==> config.mk <==
export PLATFORM = sky130hd
export DESIGN_NAME = udg_top
export DESIGN_NICKNAME = d
export VERILOG_FILES = /design/src/core/udg_pkg.sv /design/src/core/udg_frame.sv /design/src/core/udg_irq_mask.sv /design/src/core/udg_top.sv
export SDC_FILE = /design/constraint.sdc
export NUM_CORES = 1
export LEC_CHECK = 0
export BUFFER_PORTS_ARGS = -buffer_cell sky130_fd_sc_hd__clkbuf_2
export CAP_MARGIN = 20
export CORE_UTILIZATION = 44
export CTS_BUF_LIST = sky130_fd_sc_hd__clkbuf_16
export DETAILED_ROUTE_END_ITERATION = 10
export PLACE_DENSITY = 0.86
export SYNTH_ARGS = -nofsm -noshare
export SYNTH_HDL_FRONTEND = slang
export SYNTH_SLANG_ARGS = --single-unit
==> constraint.sdc <==
create_clock -name ref_clk -period 1.8 [get_ports ref_clk]
set_input_delay 0.27 -clock ref_clk [delete_from_list [all_inputs] [get_ports ref_clk]]
set_output_delay 0.27 -clock ref_clk [all_outputs]
set_load 0.005 [all_outputs]
==> src/core/udg_pkg.sv <==
// constants, types and helpers shared by the usb device global state block
`default_nettype none
package udg_pkg;
	// register byte offsets on the bus
	localparam logic [7:0] OFS_FRAME = 8'h00;
	localparam logic [7:0] OFS_STATE = 8'h04;
	localparam logic [7:0] OFS_FADDR = 8'h08;
	localparam logic [7:0] OFS_BYTEVIEW = 8'h0C;
	localparam logic [7:0] OFS_IER = 8'h10;
	localparam logic [7:0] OFS_IDR = 8'h14;
	localparam logic [7:0] OFS_IMR = 8'h18;
	// frame counter register layout
	localparam int unsigned FRAME_W = 11;
	localparam int unsigned SOF_ERROR_FLAG_BIT = 16;
	localparam int unsigned SOF_GOOD_FLAG_BIT = 17;
	// byte-wide view layout: low byte in lanes 0, high byte in lane 1
	localparam int unsigned BV_ERR_BIT = 3;
	localparam int unsigned BV_OK_BIT = 4;
	localparam int unsigned BV_HI_LSB = 8;
	localparam int unsigned BYTE_W = 8;
	// device state control layout
	localparam int unsigned ADDR_BIT = 0;
	localparam int unsigned CFG_BIT = 1;
	localparam int unsigned PERMIT_BIT = 2;
	localparam int unsigned RESUME_BIT = 3;
	localparam int unsigned KDRV_BIT = 4;
	localparam logic PERMIT_RST = 1'h0;
	localparam logic KDRV_RST = 1'h1;
	// function address register layout
	localparam int unsigned FUNCTION_ADDRESS_W = 7;
	localparam int unsigned FEN_BIT = 8;
	localparam logic [6:0] FUNCTION_ADDRESS_RST = 7'h00;
	localparam logic FEN_RST = 1'h1;
	// interrupt mask layout: endpoints 5..0, bus events 8..11 and 13
	localparam int unsigned IRQ_W = 14;
	localparam logic [13:0] IRQ_VALID = 14'h2F3F;
	localparam logic [13:0] IMR_RESET = 14'h1200;
	localparam logic [13:0] IMR_RST = IMR_RESET & IRQ_VALID;
	// device state machine, one-hot
	typedef enum logic [2:0] {
		ST_DEFAULT = 3'h1,
		ST_ADDRESS = 3'h2,
		ST_CONFIG = 3'h4
	} udg_dev_state_t;
	// expand the four byte selects into a bit mask
	function automatic logic [31:0] udg_lane_mask(input logic [3:0] sel);
		logic [31:0] m;
		m = '0;
		for (int i = 0; i < 4; i++) begin
			m[i*8 +: 8] = {8{sel[i]}};
		end
		return m;
	endfunction : udg_lane_mask
endpackage : udg_pkg
`default_nettype wire

==> src/core/udg_frame.sv <==
// start-of-frame tracker: frame index and frame integrity flags
`default_nettype none
module udg_frame import udg_pkg::*; (
	// clock and reset
	input wire logic ref_clk,
	input wire logic rst,
	// start-of-frame events from the packet decoder
	input wire logic sof_pid_stb,
	input wire logic sof_eop_stb,
	input wire logic sof_crc_err,
	input wire logic [10:0] sof_frame,
	// tracked state
	output logic [10:0] frame_index_q,
	output logic sof_good_flag_q,
	output logic sof_error_flag_q,
	output logic frame_start_irq_q
);
	// frame index refreshed at the end of every start-of-frame packet
	always_ff @(posedge ref_clk or posedge rst) begin
		if (rst) begin
			frame_index_q <= '0;
		end else if (sof_eop_stb) begin
			frame_index_q <= sof_frame;
		end
	end

	// integrity flags: set at packet end, cleared by the next pid
	always_ff @(posedge ref_clk or posedge rst) begin
		if (rst) begin
			sof_good_flag_q <= 1'b0;
			sof_error_flag_q <= 1'b0;
		end else if (sof_eop_stb) begin
			sof_error_flag_q <= sof_crc_err;
			sof_good_flag_q <= !sof_crc_err;
		end else if (sof_pid_stb) begin
			sof_error_flag_q <= 1'b0;
			sof_good_flag_q <= 1'b0;
		end
	end

	// status event raised on the pid itself, not waiting for the end
	always_ff @(posedge ref_clk or posedge rst) begin
		if (rst) begin
			frame_start_irq_q <= 1'b0;
		end else begin
			frame_start_irq_q <= sof_pid_stb;
		end
	end
endmodule : udg_frame
`default_nettype wire

==> src/core/udg_irq_mask.sv <==
// interrupt mask with set-only and clear-only write ports, and gating
`default_nettype none
module udg_irq_mask import udg_pkg::*; (
	// clock and reset
	input wire logic ref_clk,
	input wire logic rst,
	// mask updates, one-cycle strobes with their bit patterns
	input wire logic set_stb,
	input wire logic clr_stb,
	input wire logic [13:0] wr_bits,
	// pending status from the interrupt status logic
	input wire logic [13:0] irq_status,
	// mask and combined request
	output logic [13:0] mask_q,
	output logic usb_irq_q
);
	// ones set or clear bits, zeros leave them; reserved bits stay zero
	always_ff @(posedge ref_clk or posedge rst) begin
		if (rst) begin
			mask_q <= IMR_RST;
		end else if (set_stb) begin
			mask_q <= mask_q | (wr_bits & IRQ_VALID);
		end else if (clr_stb) begin
			mask_q <= mask_q & ~wr_bits;
		end
	end

	// request only where a pending flag meets an enabled mask bit
	always_ff @(posedge ref_clk or posedge rst) begin
		if (rst) begin
			usb_irq_q <= 1'b0;
		end else begin
			usb_irq_q <= |(irq_status & mask_q);
		end
	end
endmodule : udg_irq_mask
`default_nettype wire

==> src/core/udg_top.sv <==
// usb device port global state and control registers on a wishbone slave
//
// Function
// - frame index from each start-of-frame, read only, refreshed at packet end.
// - error flag set at bad frame packet end, cleared by next frame pid.
// - good flag set at clean frame packet end, cleared by next frame pid.
// - frame start status event raised on the pid, not at packet end.
// - byte view shows good flag at high byte bit 4, error at low bit 3.
// - addressed bit reads address state; writing 1 enters it, 0 ignored.
// - configured bit reports state; write 1 enters, write 0 leaves it.
// - remote wake permit gates wake-up sequence and resume request pin.
// - host resume seen bit reads 1 after host resume during remote wake.
// - k-state driven only when drive bit and wake permit are both one.
// - seven bit function address, read and write, zero after reset.
// - function enable gates data packets both ways; writing 0 disables.
// - enable register write only; ones enable endpoint 0..5 interrupts.
// - ones enable suspend, resume, external resume, frame start, bus wake.
// - interrupt raised only where status flag and mask bit are both set.
// - ones in the disable register clear mask bits, zeros do nothing.
//
// Implementation choices: the Wishbone interface to the registers and the register addresses.
`default_nettype none
module udg_top import udg_pkg::*; (
	// clock and reset
	input wire logic ref_clk,
	input wire logic rst,
	// wishbone classic slave
	input wire logic wb_cyc_i,
	input wire logic wb_stb_i,
	input wire logic wb_we_i,
	input wire logic [7:0] wb_adr_i,
	input wire logic [3:0] wb_sel_i,
	input wire logic [31:0] wb_dat_i,
	output logic [31:0] wb_dat_o,
	output logic wb_ack_o,
	// events from the usb packet decoder and bus monitor
	input wire logic sof_pid_stb,
	input wire logic sof_eop_stb,
	input wire logic sof_crc_err,
	input wire logic [10:0] sof_frame,
	input wire logic bus_reset_stb,
	input wire logic host_resume_stb,
	// pending interrupt flags from the status logic
	input wire logic [13:0] irq_status,
	// interrupt side
	output logic frame_start_irq_q,
	output logic usb_irq_q,
	// device state towards the serial engine and transceiver
	output logic [6:0] function_address_q,
	output logic function_enable_q,
	output logic addressed_state_q,
	output logic configured_state_q,
	output logic resume_pin_en_q,
	output logic kstate_drive_q
);
	// bus handshake
	logic req;
	logic wr_en;
	logic rd_en;
	logic [31:0] lane_m;
	logic [31:0] wr_val;
	logic [31:0] rd_d;
	// write strobes per register
	logic wr_state;
	logic wr_faddr;
	logic wr_ier;
	logic wr_idr;
	// frame tracker results
	logic [10:0] frame_index;
	logic sof_good_flag;
	logic sof_error_flag;
	// device state and control bits
	udg_dev_state_t state_q;
	udg_dev_state_t state_d;
	logic remote_wake_permit_q;
	logic kstate_drive_enable_q;
	logic host_resume_seen_q;
	logic [13:0] mask;
	// byte views of the frame counter
	logic [7:0] frame_index_low;
	logic [7:0] frame_index_high;

	// a request is taken once; ack follows one cycle later
	assign req = wb_cyc_i && wb_stb_i && !wb_ack_o;
	assign wr_en = req && wb_we_i;
	assign rd_en = req && !wb_we_i;
	assign lane_m = udg_lane_mask(wb_sel_i);
	assign wr_val = wb_dat_i & lane_m;

	// per-register write decode; unmapped offsets fall through unused
	assign wr_state = wr_en && (wb_adr_i == OFS_STATE);
	assign wr_faddr = wr_en && (wb_adr_i == OFS_FADDR);
	assign wr_ier = wr_en && (wb_adr_i == OFS_IER);
	assign wr_idr = wr_en && (wb_adr_i == OFS_IDR);

	// acknowledge every request, mapped or not, for exactly one cycle
	always_ff @(posedge ref_clk or posedge rst) begin
		if (rst) begin
			wb_ack_o <= 1'b0;
		end else begin
			wb_ack_o <= req;
		end
	end

	// start-of-frame tracking
	udg_frame u_frame (
		.ref_clk(ref_clk),
		.rst(rst),
		.sof_pid_stb(sof_pid_stb),
		.sof_eop_stb(sof_eop_stb),
		.sof_crc_err(sof_crc_err),
		.sof_frame(sof_frame),
		.frame_index_q(frame_index),
		.sof_good_flag_q(sof_good_flag),
		.sof_error_flag_q(sof_error_flag),
		.frame_start_irq_q(frame_start_irq_q)
	);

	// interrupt mask with enable and disable ports
	udg_irq_mask u_mask (
		.ref_clk(ref_clk),
		.rst(rst),
		.set_stb(wr_ier),
		.clr_stb(wr_idr),
		.wr_bits(wr_val[IRQ_W-1:0]),
		.irq_status(irq_status),
		.mask_q(mask),
		.usb_irq_q(usb_irq_q)
	);

	// byte-wide arrangement of the frame counter
	always_comb begin
		frame_index_low = frame_index[BYTE_W-1:0];
		frame_index_low[BV_ERR_BIT] = sof_error_flag;
		frame_index_high = '0;
		frame_index_high[FRAME_W-BYTE_W-1:0] = frame_index[FRAME_W-1:BYTE_W];
		frame_index_high[BV_OK_BIT] = sof_good_flag;
	end

	// device state transitions from firmware writes and bus reset
	always_comb begin
		state_d = state_q;
		if (bus_reset_stb) begin
			state_d = ST_DEFAULT;
		end else if (wr_state && lane_m[CFG_BIT]) begin
			if (wr_val[CFG_BIT]) begin
				state_d = ST_CONFIG;
			end else if (state_q == ST_CONFIG) begin
				state_d = ST_ADDRESS;
			end else if (wr_val[ADDR_BIT]) begin
				state_d = ST_ADDRESS;
			end
		end else if (wr_state && wr_val[ADDR_BIT]) begin
			if (state_q == ST_DEFAULT) begin
				state_d = ST_ADDRESS;
			end
		end
	end

	// device state register
	always_ff @(posedge ref_clk or posedge rst) begin
		if (rst) begin
			state_q <= ST_DEFAULT;
		end else begin
			state_q <= state_d;
		end
	end

	// state reported to the serial engine
	always_ff @(posedge ref_clk or posedge rst) begin
		if (rst) begin
			addressed_state_q <= 1'b0;
			configured_state_q <= 1'b0;
		end else begin
			case (state_d)
				ST_DEFAULT: begin
					addressed_state_q <= 1'b0;
					configured_state_q <= 1'b0;
				end
				ST_ADDRESS: begin
					addressed_state_q <= 1'b1;
					configured_state_q <= 1'b0;
				end
				ST_CONFIG: begin
					addressed_state_q <= 1'b1;
					configured_state_q <= 1'b1;
				end
				default: begin
					addressed_state_q <= 1'b0;
					configured_state_q <= 1'b0;
				end
			endcase
		end
	end

	// remote wake permit and k-state drive request bits
	always_ff @(posedge ref_clk or posedge rst) begin
		if (rst) begin
			remote_wake_permit_q <= PERMIT_RST;
			kstate_drive_enable_q <= KDRV_RST;
		end else if (wr_state) begin
			if (lane_m[PERMIT_BIT]) begin
				remote_wake_permit_q <= wr_val[PERMIT_BIT];
			end
			if (lane_m[KDRV_BIT]) begin
				kstate_drive_enable_q <= wr_val[KDRV_BIT];
			end
		end
	end

	// host resume caught while a remote wake is permitted; set beats clear
	always_ff @(posedge ref_clk or posedge rst) begin
		if (rst) begin
			host_resume_seen_q <= 1'b0;
		end else if (host_resume_stb && remote_wake_permit_q) begin
			host_resume_seen_q <= 1'b1;
		end else if (wr_state && wr_val[RESUME_BIT]) begin
			host_resume_seen_q <= 1'b0;
		end
	end

	// wake-up pins: nothing reaches the bus unless the permit is set
	always_ff @(posedge ref_clk or posedge rst) begin
		if (rst) begin
			resume_pin_en_q <= 1'b0;
			kstate_drive_q <= 1'b0;
		end else begin
			resume_pin_en_q <= remote_wake_permit_q;
			kstate_drive_q <= kstate_drive_enable_q
				&& remote_wake_permit_q;
		end
	end

	// function address; the serial engine's default address is zero
	always_ff @(posedge ref_clk or posedge rst) begin
		if (rst) begin
			function_address_q <= FUNCTION_ADDRESS_RST;
		end else if (bus_reset_stb) begin
			function_address_q <= FUNCTION_ADDRESS_RST;
		end else if (wr_faddr && lane_m[0]) begin
			function_address_q <= wr_val[FUNCTION_ADDRESS_W-1:0];
		end
	end

	// function enable gates data packets in both directions
	always_ff @(posedge ref_clk or posedge rst) begin
		if (rst) begin
			function_enable_q <= FEN_RST;
		end else if (wr_faddr && lane_m[FEN_BIT]) begin
			function_enable_q <= wr_val[FEN_BIT];
		end
	end

	// read multiplexer; write-only and unmapped offsets read zero
	always_comb begin
		rd_d = '0;
		case (wb_adr_i)
			OFS_FRAME: begin
				rd_d[FRAME_W-1:0] = frame_index;
				rd_d[SOF_ERROR_FLAG_BIT] = sof_error_flag;
				rd_d[SOF_GOOD_FLAG_BIT] = sof_good_flag;
			end
			OFS_BYTEVIEW: begin
				rd_d[BYTE_W-1:0] = frame_index_low;
				rd_d[BV_HI_LSB +: BYTE_W] = frame_index_high;
			end
			OFS_STATE: begin
				rd_d[ADDR_BIT] = addressed_state_q;
				rd_d[CFG_BIT] = configured_state_q;
				rd_d[PERMIT_BIT] = remote_wake_permit_q;
				rd_d[RESUME_BIT] = host_resume_seen_q;
				rd_d[KDRV_BIT] = kstate_drive_enable_q;
			end
			OFS_FADDR: begin
				rd_d[FUNCTION_ADDRESS_W-1:0] = function_address_q;
				rd_d[FEN_BIT] = function_enable_q;
			end
			OFS_IMR: begin
				rd_d[IRQ_W-1:0] = mask;
			end
			default: begin
				rd_d = '0;
			end
		endcase
	end

	// read data captured with the request, held until the next read
	always_ff @(posedge ref_clk or posedge rst) begin
		if (rst) begin
			wb_dat_o <= '0;
		end else if (rd_en) begin
			wb_dat_o <= rd_d;
		end
	end
endmodule : udg_top
`default_nettype wire

**Word-level counts from Yosys, hierarchy flattened**

Index checks and enable logic that the tools add are counted.

- Equality and inequality tests: 10
- Muxes and demuxes: 25
- Bitwise logic cells: 5
- Reductions and logical operators: 27

Operator list:

| cell | count |
|---|---|
| 14-bit bitwise AND | 3 |
| 14-bit 2-to-1 mux | 2 |
| 5-bit case mux with 5 select lines | 1 |
| 8-bit by 5-bit == test with 1-bit output (second input constant) | 3 |
| 3-bit 2-to-1 mux | 7 |
| 8-bit by 4-bit == test with 1-bit output (second input constant) | 2 |
| 1-bit logical AND | 15 |
| 7-bit 2-to-1 mux | 2 |
| 14-bit NOT | 1 |
| 14-bit bitwise OR | 1 |
| 14-bit OR reduction | 1 |
| 8-bit by 3-bit == test with 1-bit output (second input constant) | 1 |
| 8-bit logical NOT | 1 |
| 2-bit nonzero test | 4 |
| 1-bit 2-to-1 mux | 7 |
| 3-bit == test (second input constant) | 2 |
| 2-bit case mux with 3 select lines | 1 |
| 3-bit case mux with 2 select lines | 1 |
| 2-bit case mux with 2 select lines | 1 |
| 2-bit OR reduction | 2 |
| 3-bit by 1-bit == test with 1-bit output (second input constant) | 1 |
| 3-bit by 2-bit == test with 1-bit output (second input constant) | 1 |
| 1-bit logical NOT | 3 |
| 1-bit case mux with 3 select lines | 1 |
| 3 further kinds | 3 |

- Flip-flop bits (word level): 64

**Depth between registers and ports, before layout**

- Word-level depth: 11
- Gate-level depth with buffers: 6

**Cells and area by module**

A second synthesis with hierarchy kept.

- Cell total of the unflattened synthesis: 291
- Area total of the unflattened synthesis: 3155.5 um^2

By module, submodules not included:

| module | instances | cells each | area each (um^2) |
|---|---|---|---|
| udg_top | 1 | 207 | 2005.7 |
| udg_irq_mask | 1 | 53 | 633.1 |
| udg_frame | 1 | 31 | 516.7 |

**Worst setup path before layout**

No wires, ideal clock.

- Kind: flip-flop to flip-flop
- Start: reg wb_ack_o
- End: reg function_address_q[0]
- Arrival: 1.468 ns
- Data required time: 1.669 ns
- Slack: 0.201 ns
- Cell stages (with the launch flop): 6
- Buffers on the path: 0
- Cell sequence: dfrtp_1 -> and4b_1 -> and2_1 -> nand4_2 -> mux2i_1 -> nor2_1

- Word-level cells in the longest chain between the ends: 6

Ends and longest elaborated chain:

| item | RTL line | source |
|---|---|---|
| from (decl) | udg_top.sv:35 | `output logic wb_ack_o,` |
| from (signal assigned) | udg_top.sv:101 | `wb_ack_o <= req;` |
| 1-bit logical NOT | udg_top.sv:84 | `assign req = wb_cyc_i && wb_stb_i && !wb_ack_o;` |
| 1-bit logical AND | udg_top.sv:84 |  |
| 1-bit logical AND | udg_top.sv:85 | `assign wr_en = req && wb_we_i;` |
| 1-bit logical AND | udg_top.sv:92 | `assign wr_faddr = wr_en && (wb_adr_i == OFS_FADDR);` |
| 1-bit logical AND | udg_top.sv:240 | `end else if (wr_faddr && lane_m[0]) begin` |
| 2-bit nonzero test (no line) | -- |  |
| to (signal assigned) | udg_top.sv:241 | `function_address_q <= wr_val[FUNCTION_ADDRESS_W-1:0];` |
| to (decl) | udg_top.sv:49 | `output logic [6:0] function_address_q,` |

No other way between the ends.
A chain may end at the register's enable or synchronous reset.

==> impl_results.md <==
* Status: finished clean
* PnR worst setup slack at between 0.1 and 0.15 ns
* Number of clock sinks seen by CTS at 64
* Total power at roughly 3.4 mW
* Ys async rst share at 100.0%
* DR vias/cell at roughly 5.5
* Count of pins over their slew limit at 0
* Setup Slack @ Placement at -0.01581 ns
* Fin. Hold Viols at 0
* Root Driver: clkbuf_16
* Mux contribution to synthesized area at a little over a tenth
* Number of max-cap violations at 0
* Area growth syn-to-layout at 26.94%
* TritonCTS clock tree: built
* Mapped Avg Cell Area at 10.89 µm²
* Iteration-0 DRC count of the detailed router at between 200 and 300
* Worst Path Required at 2.06 ns
* Die Y at about 86 µm
* Inserted Clock Buffers at 9
* Postcts setup bufs at 0
* Number of synthesized register bits at 64
* DR DRC count at 0
* Fmax at ~600 MHz
* Post-synthesis sequential area ratio at between 50% and 60%
* GRT overflow at 0
* H-tree Lvls at 3
* CP arrival at slightly below 2 ns
* Synth Area in Adders at 0%
* Site Rows at 30
* Max clock buf depth at 2
* VDD IR max at 519.5 µV
* Hold Buf Count CTS at 0
* Post-synthesis xor/xnor area fraction at 0.2802%
* Clock skew at 0.006111 ns
* Die area at around 7400 µm²
* Top_reg_cell synth: dfrtp_1
* Largest fanout on the critical path at 5
* Commonest non-fill, non-tap cell in the layout: clkbuf_2
* Number of flops mapped to enable cells by yosys at 0
* N_diodes at 0
* Initial antenna violation count at 0
* Compound-Gate Fraction of Synth Area at roughly 15%
* Vias in the first global route at 2605
* Leakage Power at 1.967 nW
* Clock-pin slew on the worst setup and hold paths at 0.05 ns
* Synth area leader: dfrtp_1
* Startpoint Class: register
* Share of the synthesized area in the top cell type at a little under 50%
* Setup Viol. Count Final at 0
* Placed wire-length estimate at just over 6000 µm
* GRT Overall Usage at between 20 and 25%
* PortBufs at 89
* Design Area, Final at 3968 µm²
* Pin count of the biggest net entering global routing at 65
* Clk_lat worst skew at about 0.33 ns
* Area post-placement at ~3700 µm²
* R2R depth at 5
* Routed wire length at a little over 8000 µm
* Most frequent cells in the layout: 89 x clkbuf_2, 60 x dfrtp_1, 32 x nand2_1
* Core ar. at ~7000 µm²
* Initial Util at ~46%
* Worst hold path type: in2async
* Remaining antenna violation count at 0
* Post-synthesis simple-gate area fraction at roughly 17%
* Tmin final at 1.668 ns
* Post-synthesis instance total at 287
* RSZ-0062 raised after global routing: false
* Pwr dens at roughly 850 nW/µm²
* GP Congestion at ~0.9
* Io pins at roughly 130
* First-pass GRT wire length at between 10000 and 15000 µm
* Number of synthesis warnings at 0
* Critical path endpoint category: register
* Area of the mapped netlist at ~3100 µm²
* DIE WIDTH at ~86 µm
* Post-synth cell types at 46
* Tcrit/Tclk final at just over 90%
* Combinational family with the most area after synthesis: simple AND/OR/NAND/NOR gates
* Fin nets at between 400 and 500
* Synth area leaders: dfrtp_1 48%, mux2_2 7.6%, o21ai_0 4.2%
* Vias at around 2700
* Crit Path Category: reg2reg
* DRT Pass-1 Iters at 8
* Share of post-route cells with drive strength above 1 at slightly below 40%
* DR WL/cell at between 15 and 20 µm
[per-stage QoR]
step | hold slack [ns] | cells | util (%) | setup TNS (ns)
floorplan | 0.3014 | 302 | - | 0
finish | 0.01538 | 490 | 58.08 | 0
CTS | 0.02569 | 490 | 58.06 | 0
global route | 0.04223 | 490 | 58.08 | 0
global placement | 0.3718 | 474 | 54.18 | 0
detailed placement | 0.3768 | 474 | 54.18 | -0.03409
[critical path: stages (launching register included)]
cell and delay, ns:
dfrtp_1 0.41, and4b_2 0.40, nand2_1 0.09, nor4_1 0.32
buf_4 0.21, a32o_1 0.17
[kinds of logic (layout without fill, tap and decap cells)]
family,Yosys count,in the layout
simple gates,95,95
buf+inv,31,123
xor+xnor,1,1
flops,64,64
other cells,1,16
mux,31,31
compound gates,64,64
[cells in the mapped netlist, types with 4 or more instances]
| cell | number |
|---|---|
| mux2i_1 | 10 |
| nor2b_1 | 4 |
| nand3_1 | 5 |
| a22oi_1 | 7 |
| clkbuf_1 | 5 |
| buf_4 | 16 |
| inv_1 | 5 |
| o21ai_0 | 26 |
| a22o_1 | 5 |
| a32o_1 | 4 |
| dfrtp_1 | 60 |
| nand2_1 | 32 |
| a222oi_1 | 4 |
| dfstp_2 | 4 |
| a221oi_1 | 6 |
| nor2_1 | 25 |
| mux2_2 | 21 |
| nand2b_1 | 4 |
[per-layer routing]
metal  global-route usage, %  part of all wire [%]
met3                   7.333                   8.5
met2                   38.02                    49
met5                       0                     0
met1                   31.34                    41
met4                   9.091                   2.3
[power breakdown]
group | total, mW | internal (mW) | switching, mW
Sequential | 1.53 | 1.50 | 0.0361
Clock | 1.50 | 0.902 | 0.593
Combinational | 0.332 | 0.149 | 0.183
[area by class of cell]
cell class	instances	area (µm²)
inverters	5	22.52
clock inverters	7	31.28
fillers	594	2864
clock buffers	9	225.2
flip-flops and latches	64	1607
well taps	96	120.1
repair buffers	102	555.5
multi-input cells	207	1406
[final timing paths]
path                                                       start                                   to  slack (ns)
worst min register to register  remote_wake_permit_q$_DFFE_PP0N_            resume_pin_en_q$_DFF_PP0_        0.46
max in group asynchronous                                    rst           asynchronous set/reset pin        1.47
min in group ref_clk                                 sof_pid_stb  u_frame.frame_start_irq_q$_DFF_PP0_        0.08
worst min-delay path                                         rst            resume_pin_en_q$_DFF_PP0_        0.02
worst max-delay path                          wb_ack_o$_DFF_PP0_                             register        0.13
worst max register to register                wb_ack_o$_DFF_PP0_                             register        0.13
[timing repair]
item | CTS | global route
setup endpoints to repair | 7 | 12
pin swaps | 0 | 0
gates resized for setup | 1 | 1
(Power assumes the default switching activity.)
